**src/verilog/outdiv_pkg.sv**
```systemverilog
// Shared constants, types and helpers for the output channel divider control block
package outdiv_pkg;

  // ==========================================================================
  // Register indices (byte address is four times the index)
  localparam logic [7:0] IDX_CH5_DIV = 8'h28;
  localparam logic [7:0] IDX_CH6_CTL = 8'h29;
  localparam logic [7:0] IDX_CH6_DIV = 8'h2a;
  localparam logic [7:0] IDX_STATUS = 8'h2b;

  // ==========================================================================
  // Values after reset
  localparam logic [7:0] RST_CH5_DIV = 8'h02;
  localparam logic [7:0] RST_CH6_DIV = 8'h05;
  localparam logic [1:0] RST_CH6_SRC = 2'h0;
  localparam logic [1:0] RST_CH6_FMT = 2'h1;
  localparam logic [1:0] RST_CH6_MODE1 = 2'h2;
  localparam logic [1:0] RST_CH6_MODE2 = 2'h0;

  // ==========================================================================
  // Field positions in the channel 6 control byte
  localparam int SRC_LSB = 6;
  localparam int FMT_LSB = 4;
  localparam int MODE1_LSB = 2;
  localparam int MODE2_LSB = 0;

  // ==========================================================================
  // Bus answers
  localparam logic [1:0] RESP_OKAY = 2'h0;
  localparam logic [1:0] RESP_SLVERR = 2'h2;

  typedef enum logic [1:0] {
    SRC_PLL1 = 2'h0,
    SRC_PLL2 = 2'h1,
    SRC_PRI_REF = 2'h2,
    SRC_SEC_REF = 2'h3
  } src_sel_t;

  typedef enum logic [1:0] {
    FMT_OFF = 2'h0,
    FMT_AC_DIFF = 2'h1,
    FMT_HCSL = 2'h2,
    FMT_CMOS = 2'h3
  } fmt_t;

  typedef enum logic [1:0] {
    LEG_OFF_HIZ = 2'h0,
    LEG_OFF_LOW = 2'h1,
    LEG_ON_INV = 2'h2,
    LEG_ON_TRUE = 2'h3
  } cmos_leg_t;

  // Gray sequence: idle -> one half taken -> response
  typedef enum logic [1:0] {
    WR_IDLE = 2'b00,
    WR_ADDR = 2'b01,
    WR_RESP = 2'b11,
    WR_DATA = 2'b10
  } wr_state_t;

  // Register index from a byte address; low two bits must be zero
  function automatic logic [7:0] addr_index(input logic [7:0] addr);
    return {2'b00, addr[7:2]};
  endfunction

  function automatic logic addr_mapped(input logic [7:0] addr);
    logic [7:0] idx;
    idx = addr_index(addr);
    return (addr[1:0] == 2'b00) && (idx >= IDX_CH5_DIV) && (idx <= IDX_STATUS);
  endfunction

  // CMOS leg drive {oe, level} from its mode code and the divided phase
  function automatic logic [1:0] leg_drive(input logic [1:0] mode, input logic phase);
    case (cmos_leg_t'(mode))
      LEG_OFF_HIZ: return 2'b00;
      LEG_OFF_LOW: return 2'b10;
      LEG_ON_INV: return {1'b1, ~phase};
      default: return {1'b1, phase};
    endcase
  endfunction

endpackage

```
**src/verilog/output_channel_divider_ctl.sv**
```systemverilog
// Channel 5 and 6 output divider, source mux and driver control with AXI4-Lite registers
// Contract
// - Divider ratio is the 8-bit code plus one, 1 to 256
// - Divider acts only for a PLL source; reference sources bypass it
// - Channel 5 code resets to 0x02, channel 6 code to 0x05
// - Source select bits 7:6 pick PLL1, PLL2, primary, secondary; reset 0
// - Format bits 5:4 pick off, AC differential, HCSL, LVCMOS; reset 1
// - Mode1 bits 3:2 set tail current or CMOS positive leg; reset 2
// - Mode2 bits 1:0 set HCSL load or CMOS negative leg; reset 0
//
// Register access over AXI4-Lite is this design's own decision.
module output_channel_divider_ctl (
  input wire logic sys_clk,
  input wire logic rst_n,
  input wire logic [7:0] awaddr,
  input wire logic awvalid,
  output logic awready,
  input wire logic [31:0] wdata,
  input wire logic [3:0] wstrb,
  input wire logic wvalid,
  output logic wready,
  output logic [1:0] bresp,
  output logic bvalid,
  input wire logic bready,
  input wire logic [7:0] araddr,
  input wire logic arvalid,
  output logic arready,
  output logic [31:0] rdata,
  output logic [1:0] rresp,
  output logic rvalid,
  input wire logic rready,
  input wire logic pll1_tick,
  input wire logic pll2_tick,
  input wire logic ref_pri_tick,
  input wire logic ref_sec_tick,
  input wire logic ch5_src_tick,
  input wire logic ch5_src_is_pll,
  output logic ch5_out_tick,
  output logic ch6_out_tick,
  output logic ch6_diff_en,
  output logic [1:0] ch6_format,
  output logic [1:0] ch6_tail_code,
  output logic [1:0] ch6_load_code,
  output logic ch6_p_level,
  output logic ch6_p_oe,
  output logic ch6_n_level,
  output logic ch6_n_oe
);

  // ==========================================================================
  // Registers
  logic [7:0] channel5_divide_ratio;
  logic [7:0] channel6_divide_ratio;
  logic [1:0] ch6_source_select;
  logic [1:0] ch6_format_select;
  logic [1:0] ch6_driver_mode_first;
  logic [1:0] ch6_driver_mode_second;
  wire logic [7:0] channel6_output_control = {ch6_source_select, ch6_format_select,
    ch6_driver_mode_first, ch6_driver_mode_second};

  // ==========================================================================
  // Write channel: address and data taken in either order
  outdiv_pkg::wr_state_t wr_state;
  logic [7:0] aw_addr_q;
  logic [31:0] w_data_q;
  logic [3:0] w_strb_q;

  assign awready = (wr_state == outdiv_pkg::WR_IDLE) || (wr_state == outdiv_pkg::WR_DATA);
  assign wready = (wr_state == outdiv_pkg::WR_IDLE) || (wr_state == outdiv_pkg::WR_ADDR);
  assign bvalid = (wr_state == outdiv_pkg::WR_RESP);

  wire logic aw_fire = awvalid && awready;
  wire logic w_fire = wvalid && wready;
  wire logic wr_commit = (wr_state == outdiv_pkg::WR_IDLE && aw_fire && w_fire)
    || (wr_state == outdiv_pkg::WR_ADDR && w_fire)
    || (wr_state == outdiv_pkg::WR_DATA && aw_fire);
  wire logic [7:0] wr_addr = aw_fire ? awaddr : aw_addr_q;
  wire logic [31:0] wr_data = w_fire ? wdata : w_data_q;
  wire logic [3:0] wr_strb = w_fire ? wstrb : w_strb_q;
  wire logic wr_ok = outdiv_pkg::addr_mapped(wr_addr);
  wire logic [7:0] wr_idx = outdiv_pkg::addr_index(wr_addr);
  // Status is read-only; only the low byte lane carries register bits
  wire logic wr_en = wr_commit && wr_ok && wr_strb[0];

  always_ff @(posedge sys_clk or negedge rst_n) begin
    if (!rst_n) begin
      wr_state <= outdiv_pkg::WR_IDLE;
      aw_addr_q <= 8'h00;
      w_data_q <= 32'h0000_0000;
      w_strb_q <= 4'h0;
      bresp <= outdiv_pkg::RESP_OKAY;
    end else begin
      if (aw_fire) aw_addr_q <= awaddr;
      if (w_fire) begin
        w_data_q <= wdata;
        w_strb_q <= wstrb;
      end
      if (wr_commit) bresp <= wr_ok ? outdiv_pkg::RESP_OKAY : outdiv_pkg::RESP_SLVERR;
      case (wr_state)
        outdiv_pkg::WR_IDLE: begin
          if (wr_commit) wr_state <= outdiv_pkg::WR_RESP;
          else if (aw_fire) wr_state <= outdiv_pkg::WR_ADDR;
          else if (w_fire) wr_state <= outdiv_pkg::WR_DATA;
        end
        outdiv_pkg::WR_ADDR: if (w_fire) wr_state <= outdiv_pkg::WR_RESP;
        outdiv_pkg::WR_DATA: if (aw_fire) wr_state <= outdiv_pkg::WR_RESP;
        outdiv_pkg::WR_RESP: if (bready) wr_state <= outdiv_pkg::WR_IDLE;
        default: wr_state <= outdiv_pkg::WR_IDLE;
      endcase
    end
  end

  always_ff @(posedge sys_clk or negedge rst_n) begin
    if (!rst_n) begin
      channel5_divide_ratio <= outdiv_pkg::RST_CH5_DIV;
      channel6_divide_ratio <= outdiv_pkg::RST_CH6_DIV;
      ch6_source_select <= outdiv_pkg::RST_CH6_SRC;
      ch6_format_select <= outdiv_pkg::RST_CH6_FMT;
      ch6_driver_mode_first <= outdiv_pkg::RST_CH6_MODE1;
      ch6_driver_mode_second <= outdiv_pkg::RST_CH6_MODE2;
    end else if (wr_en) begin
      if (wr_idx == outdiv_pkg::IDX_CH5_DIV) channel5_divide_ratio <= wr_data[7:0];
      if (wr_idx == outdiv_pkg::IDX_CH6_DIV) channel6_divide_ratio <= wr_data[7:0];
      if (wr_idx == outdiv_pkg::IDX_CH6_CTL) begin
        ch6_source_select <= wr_data[outdiv_pkg::SRC_LSB +: 2];
        ch6_format_select <= wr_data[outdiv_pkg::FMT_LSB +: 2];
        ch6_driver_mode_first <= wr_data[outdiv_pkg::MODE1_LSB +: 2];
        ch6_driver_mode_second <= wr_data[outdiv_pkg::MODE2_LSB +: 2];
      end
    end
  end

  // ==========================================================================
  // Channel datapath
  logic ch6_phase;
  logic div5_tick;
  logic div6_tick;
  wire logic ch6_src_is_pll = !ch6_source_select[1];
  wire logic ch6_on = (ch6_format_select != outdiv_pkg::FMT_OFF);
  wire logic ch6_cmos = (ch6_format_select == outdiv_pkg::FMT_CMOS);
  wire logic ch6_sel_tick = (ch6_source_select == outdiv_pkg::SRC_PLL1) ? pll1_tick :
    (ch6_source_select == outdiv_pkg::SRC_PLL2) ? pll2_tick :
    (ch6_source_select == outdiv_pkg::SRC_PRI_REF) ? ref_pri_tick : ref_sec_tick;
  wire logic [1:0] next_p_drive = ch6_cmos ?
    outdiv_pkg::leg_drive(ch6_driver_mode_first, ch6_phase) : 2'b00;
  wire logic [1:0] next_n_drive = ch6_cmos ?
    outdiv_pkg::leg_drive(ch6_driver_mode_second, ch6_phase) : 2'b00;

  chan_divider #(.WIDTH(8)) u_div5 (
    .sys_clk(sys_clk),
    .rst_n(rst_n),
    .src_tick(ch5_src_tick),
    .ratio_code(channel5_divide_ratio),
    .bypass(!ch5_src_is_pll),
    .div_tick(div5_tick)
  );

  chan_divider #(.WIDTH(8)) u_div6 (
    .sys_clk(sys_clk),
    .rst_n(rst_n),
    .src_tick(ch6_sel_tick),
    .ratio_code(channel6_divide_ratio),
    .bypass(!ch6_src_is_pll),
    .div_tick(div6_tick)
  );

  always_ff @(posedge sys_clk or negedge rst_n) begin
    if (!rst_n) begin
      ch6_phase <= 1'b0;
      ch5_out_tick <= 1'b0;
      ch6_out_tick <= 1'b0;
      ch6_diff_en <= 1'b0;
      ch6_format <= 2'h0;
      ch6_tail_code <= 2'h0;
      ch6_load_code <= 2'h0;
      {ch6_p_oe, ch6_p_level} <= 2'b00;
      {ch6_n_oe, ch6_n_level} <= 2'b00;
    end else begin
      // Phase parks low while off so a re-enable starts from a known edge
      ch6_phase <= ch6_on && (ch6_phase ^ div6_tick);
      ch5_out_tick <= div5_tick;
      ch6_out_tick <= div6_tick && ch6_on;
      ch6_diff_en <= ch6_on && !ch6_cmos;
      ch6_format <= ch6_format_select;
      ch6_tail_code <= ch6_on ? ch6_driver_mode_first : 2'h0;
      ch6_load_code <= ch6_on ? ch6_driver_mode_second : 2'h0;
      {ch6_p_oe, ch6_p_level} <= next_p_drive;
      {ch6_n_oe, ch6_n_level} <= next_n_drive;
    end
  end

  // ==========================================================================
  // Read channel: one cycle from address to data
  wire logic [7:0] rd_idx = outdiv_pkg::addr_index(araddr);
  wire logic [7:0] rd_byte = (rd_idx == outdiv_pkg::IDX_CH5_DIV) ? channel5_divide_ratio :
    (rd_idx == outdiv_pkg::IDX_CH6_CTL) ? channel6_output_control :
    (rd_idx == outdiv_pkg::IDX_CH6_DIV) ? channel6_divide_ratio :
    {5'h00, ch6_phase, ch6_on, ch6_src_is_pll};
  assign arready = !rvalid;

  always_ff @(posedge sys_clk or negedge rst_n) begin
    if (!rst_n) begin
      rvalid <= 1'b0;
      rdata <= 32'h0000_0000;
      rresp <= outdiv_pkg::RESP_OKAY;
    end else if (arvalid && arready) begin
      rvalid <= 1'b1;
      rdata <= outdiv_pkg::addr_mapped(araddr) ? {24'h00_0000, rd_byte} : 32'h0000_0000;
      rresp <= outdiv_pkg::addr_mapped(araddr) ? outdiv_pkg::RESP_OKAY : outdiv_pkg::RESP_SLVERR;
    end else if (rready) begin
      rvalid <= 1'b0;
    end
  end

  logic first_cycle;
  logic [8:0] seen5;
  logic seen5_ok;
  always_ff @(posedge sys_clk or negedge rst_n) begin
    if (!rst_n) begin
      first_cycle <= 1'b1;
      seen5 <= 9'h000;
      seen5_ok <= 1'b0;
    end else begin
      first_cycle <= 1'b0;
      seen5 <= (div5_tick ? 9'h000 : seen5) + {8'h00, ch5_src_tick};
      seen5_ok <= (div5_tick || seen5_ok) && !wr_commit && ch5_src_is_pll;
    end
  end
endmodule

```
**src/verilog/chan_divider.sv**
```systemverilog
// Per-channel tick divider: one output pulse per (code + 1) source pulses
module chan_divider #(
  parameter int WIDTH = 8
) (
  input wire logic sys_clk,
  input wire logic rst_n,
  input wire logic src_tick,
  input wire logic [WIDTH-1:0] ratio_code,
  input wire logic bypass,
  output logic div_tick
);

  logic [WIDTH-1:0] count;

  // Compare with >= so a code lowered mid-count cannot strand the counter
  always_ff @(posedge sys_clk or negedge rst_n) begin
    if (!rst_n) begin
      count <= '0;
      div_tick <= 1'b0;
    end else begin
      div_tick <= 1'b0;
      if (src_tick) begin
        if (bypass || count >= ratio_code) begin
          count <= '0;
          div_tick <= 1'b1;
        end else begin
          count <= count + WIDTH'(1);
        end
      end
    end
  end

endmodule

```
**config.mk**
```make
export PLATFORM = sky130hd
export DESIGN_NAME = output_channel_divider_ctl
export DESIGN_NICKNAME = d
export VERILOG_FILES = /design/src/verilog/outdiv_pkg.sv /design/src/verilog/output_channel_divider_ctl.sv /design/src/verilog/chan_divider.sv
export SDC_FILE = /design/constraint.sdc
export NUM_CORES = 1
export LEC_CHECK = 0
export BUFFER_PORTS_ARGS = -buffer_cell sky130_fd_sc_hd__clkbuf_2
export CAP_MARGIN = 20
export CORE_ASPECT_RATIO = 1.5
export CORE_MARGIN = 1.5
export CORE_UTILIZATION = 45
export CTS_CLUSTER_DIAMETER = 200
export CTS_CLUSTER_SIZE = 20
export DETAILED_ROUTE_END_ITERATION = 8
export PLACE_DENSITY = 0.67
export SLEW_MARGIN = 20
export SYNTH_ARGS = -nofsm -noshare
export SYNTH_HDL_FRONTEND = slang
export SYNTH_SLANG_ARGS = --single-unit
```
**constraint.sdc**
```tcl
create_clock -name sys_clk -period 3.9 [get_ports sys_clk]
set_input_delay 0.195 -clock sys_clk [delete_from_list [all_inputs] [get_ports sys_clk]]
set_output_delay 0.195 -clock sys_clk [all_outputs]
set_load 0.02 [all_outputs]
```
==> out/metrics.cfg <==
[placement]
detailedPlacementHpwl_mm=6.53
portBuffers=65
dp_cells=590
gp_congestion=0.787
detailed_place.area_mm2=0.00490
dp_slack_ns=1.29

[route]
drt_iter0_markers=161
dr_total_vias=3209
ant_nets=0
post_drt_via_cell_ratio=5.29
wire_per_inst_um=14.8
remaining_drc_errors=10
drtPass1Iterations=7
wl_mm=8.99

[logic_synthesis]
synth-main-ff-cell=dfrtp_1
synth_cell_types=54
async_flop_share_pct=100
netlist_area_mm2=0.00455
synth_area_per_cell_um2=10.9
yosysMostFrequentCell=dfrtp_1
ys_warn_count=0
yosysTopAreaCellShare_pct=44.5
yosys-top-cells-area=dfrtp_1 45%, mux2_2 9.9%, ha_1 6.9%, buf_4 4.3%, inv_1 3.1%
yosys-top-cells-count=81 x dfrtp_1, 40 x mux2_2, 38 x inv_1, 32 x nand2_1, 26 x buf_4
synth-edff-count=0
synth_area_leader_cell=dfrtp_1
seq_area_frac_synth_pct=47.4
syn_inst=418
synth_seq_cells=86

[worst_setup_path]
crit_path_start_kind=flop
crit_path_max_incr_delay_ns=0.45
critPathCaptureType=flop
path_delay_family=simple AND/OR/NAND/NOR gates
cp_slowest_cell=o21ai_4
crit_arrival_ns=2.83
worstPathRequired_ns=4.13
critical_path_buf_inv_count=1
path_max_fanout=17
rrSetupSlack_ns=1.30
crit_type=reg -> reg
worstPathCellList=inv_1, ha_1, o21ai_4, and4b_1, o211ai_4, nor2_4, mux2_2

[clock_network]
clkLatencyLatePin_ns=0.34
clk_pin_slew_ns=0.06
ctsResizeCount=0
cts_setup_buffers=0
cts-htree-levels=3
cts_root_buf=clkbuf_16
cts_tree=done
cts_made_buffers=9
clock_sinks=86
clk_path_buf_depth=2

[timing]
finalSetupViolations=0
rsz0062_at_grt=no
final_max_slew_viol_count=0
period_minus_slack_ns=2.60
worst_pin_slew_ns=0.772
slew_headroom_pct=48.6
fmax_mhz=384
skew_ns=0.00803
report.final.hold_viol_count=0
fin_tns_setup_ns=0
finalCritPeriodShare_pct=66.7
hold_ws_ns=0.0373
setup_ws_ns=1.30

[finish]
seqCellArea_mm2=0.00216
final_core_utilization_pct=53.8
nets=577
layout-drive-gt1-share_pct=28.3
area.growth.synth_to_final_pct=15.1
multi_input_area_mm2=0.00212
nFillCells=845
insertedDiodeCount=0
instances_no_fill=607
post-route-cell-area_mm2=0.00524

[power_and_ir_drop]
seqPwrFrac_pct=39.3
power_density_mw_per_mm2=572
p_comb_share_pct=29.7
swShare_pct=32.9
power_mw=3.00
p_int_mw=2.01
switchingPower_mw=0.987
ir_drop_mv=0.251
clockPowerShare_pct=31.1
p_leak_nw=2.52

[global_routing]
grt_pass1_wl_mm=15.0
track_usage_pct=17.9
grt_overflow_total=0
grt_max_degree=87
grt_antenna_before_repair=0
grt_pass1_vias=3173

[floorplanning]
dieArea_mm2=0.0107
io_pins=119
core-area_mm2=0.00974
start_util_pct=46.7
die_y_um=126
die_w_um=85.1
row_count=44

[flow_run]
maxCapViolations=0

[run_status]
violations=DRC
status=complete, but fails checks

[worst_hold_path]
min_path_type=in -> reg

-- repair_timing --
item / in CTS / in global routing
setup endpoints to repair: 0 / 0
hold endpoints to repair: 0 / 49
hold buffers: 0 / 1
-- cells in the final DEF (no fill, tap or decap), drive strengths merged, types with 5 or more instances in the layout --
| master | count |
|---|---|
| dfrtp | 81 |
| clkbuf | 73 |
| mux2 | 44 |
| inv | 41 |
| nand2 | 32 |
| conb | 26 |
| ha | 25 |
| nor2 | 22 |
| o21ai | 21 |
| nor2b | 9 |
| a21oi | 9 |
| nand2b | 8 |
| nand3 | 8 |
| o211ai | 8 |
| mux2i | 6 |
| nor3b | 6 |
| nor3 | 6 |
| a221oi | 5 |
| dfstp | 5 |
| a211oi | 5 |
-- power groups by stage --
| stage | Combinational, mW | Sequential, mW | Clock, mW |
|---|---|---|---|
| CTS | 0.898 | 1.18 | 0.956 |
| global placement | 0.860 | 1.18 | 0 |
| global route | 0.991 | 1.19 | 0.989 |
| floorplan | 0.677 | 1.18 | 0 |
| detailed placement | 0.893 | 1.19 | 0 |
| finish | 0.890 | 1.18 | 0.932 |
-- logic make-up (layout without fill, tap and decap cells) --
family | after synthesis | count (layout) | synth area share, %
buffers and inverters | 72 | 121 | 8.11
adder cells (fa/ha/maj) | 25 | 25 | 6.87
AND/OR/NAND/NOR | 108 | 108 | 12.9
AO/OA/AOI/OAI | 70 | 70 | 11.2
multiplexers | 50 | 50 | 12.3
XOR/XNOR | 6 | 6 | 1.15
other | 1 | 26 | 0.0824
flip-flops | 86 | 86 | 47.4
-- sequential cells by signal, summed over array words and instances, names as in the netlist, 8 cells and up --
name                   count
u_div6.count               8
aw_addr_q                  8
rdata                      8
channel5_divide_ratio      8
channel6_divide_ratio      8
w_data_q                   8
u_div5.count               8
-- layout make-up --
class,instances,area share [%]
clock buffers,9,4.30
clock inverters,7,1.96
inverters,38,2.72
multi-input cells,285,40.4
flip-flops and latches,86,41.2
well taps,115,2.75
repair buffers,67,6.66
-- worst paths after layout --
| kind | from | cells after the start | endpoint |
|---|---|---|---|
| worst max register to register | wr_state[0] | 7 | ch6_driver_mode_second[1] |
| min in group asynchronous | rst_n | 2 | rdata[0] |
| max in group asynchronous | rst_n | 2 | u_div5.count[1] |
| worst min-delay path | rready | 2 | rvalid |
| worst max-delay path | wr_state[0] | 7 | ch6_driver_mode_second[1] |
| worst min register to register | u_div5.div_tick | 0 | ch5_out_tick |
-- layer usage --
metal | up-vias | GRT usage [%] | part of all wire, %
met2 | 80 | 30.9 | 52
met1 | 1568 | 21.6 | 42
met5 | - | 0 | 0
met3 | 11 | 3.87 | 4.5
li1 | 1550 | - | -
met4 | 0 | 6.65 | 1.6
No activity file was read; power rests on OpenSTA's default activity.
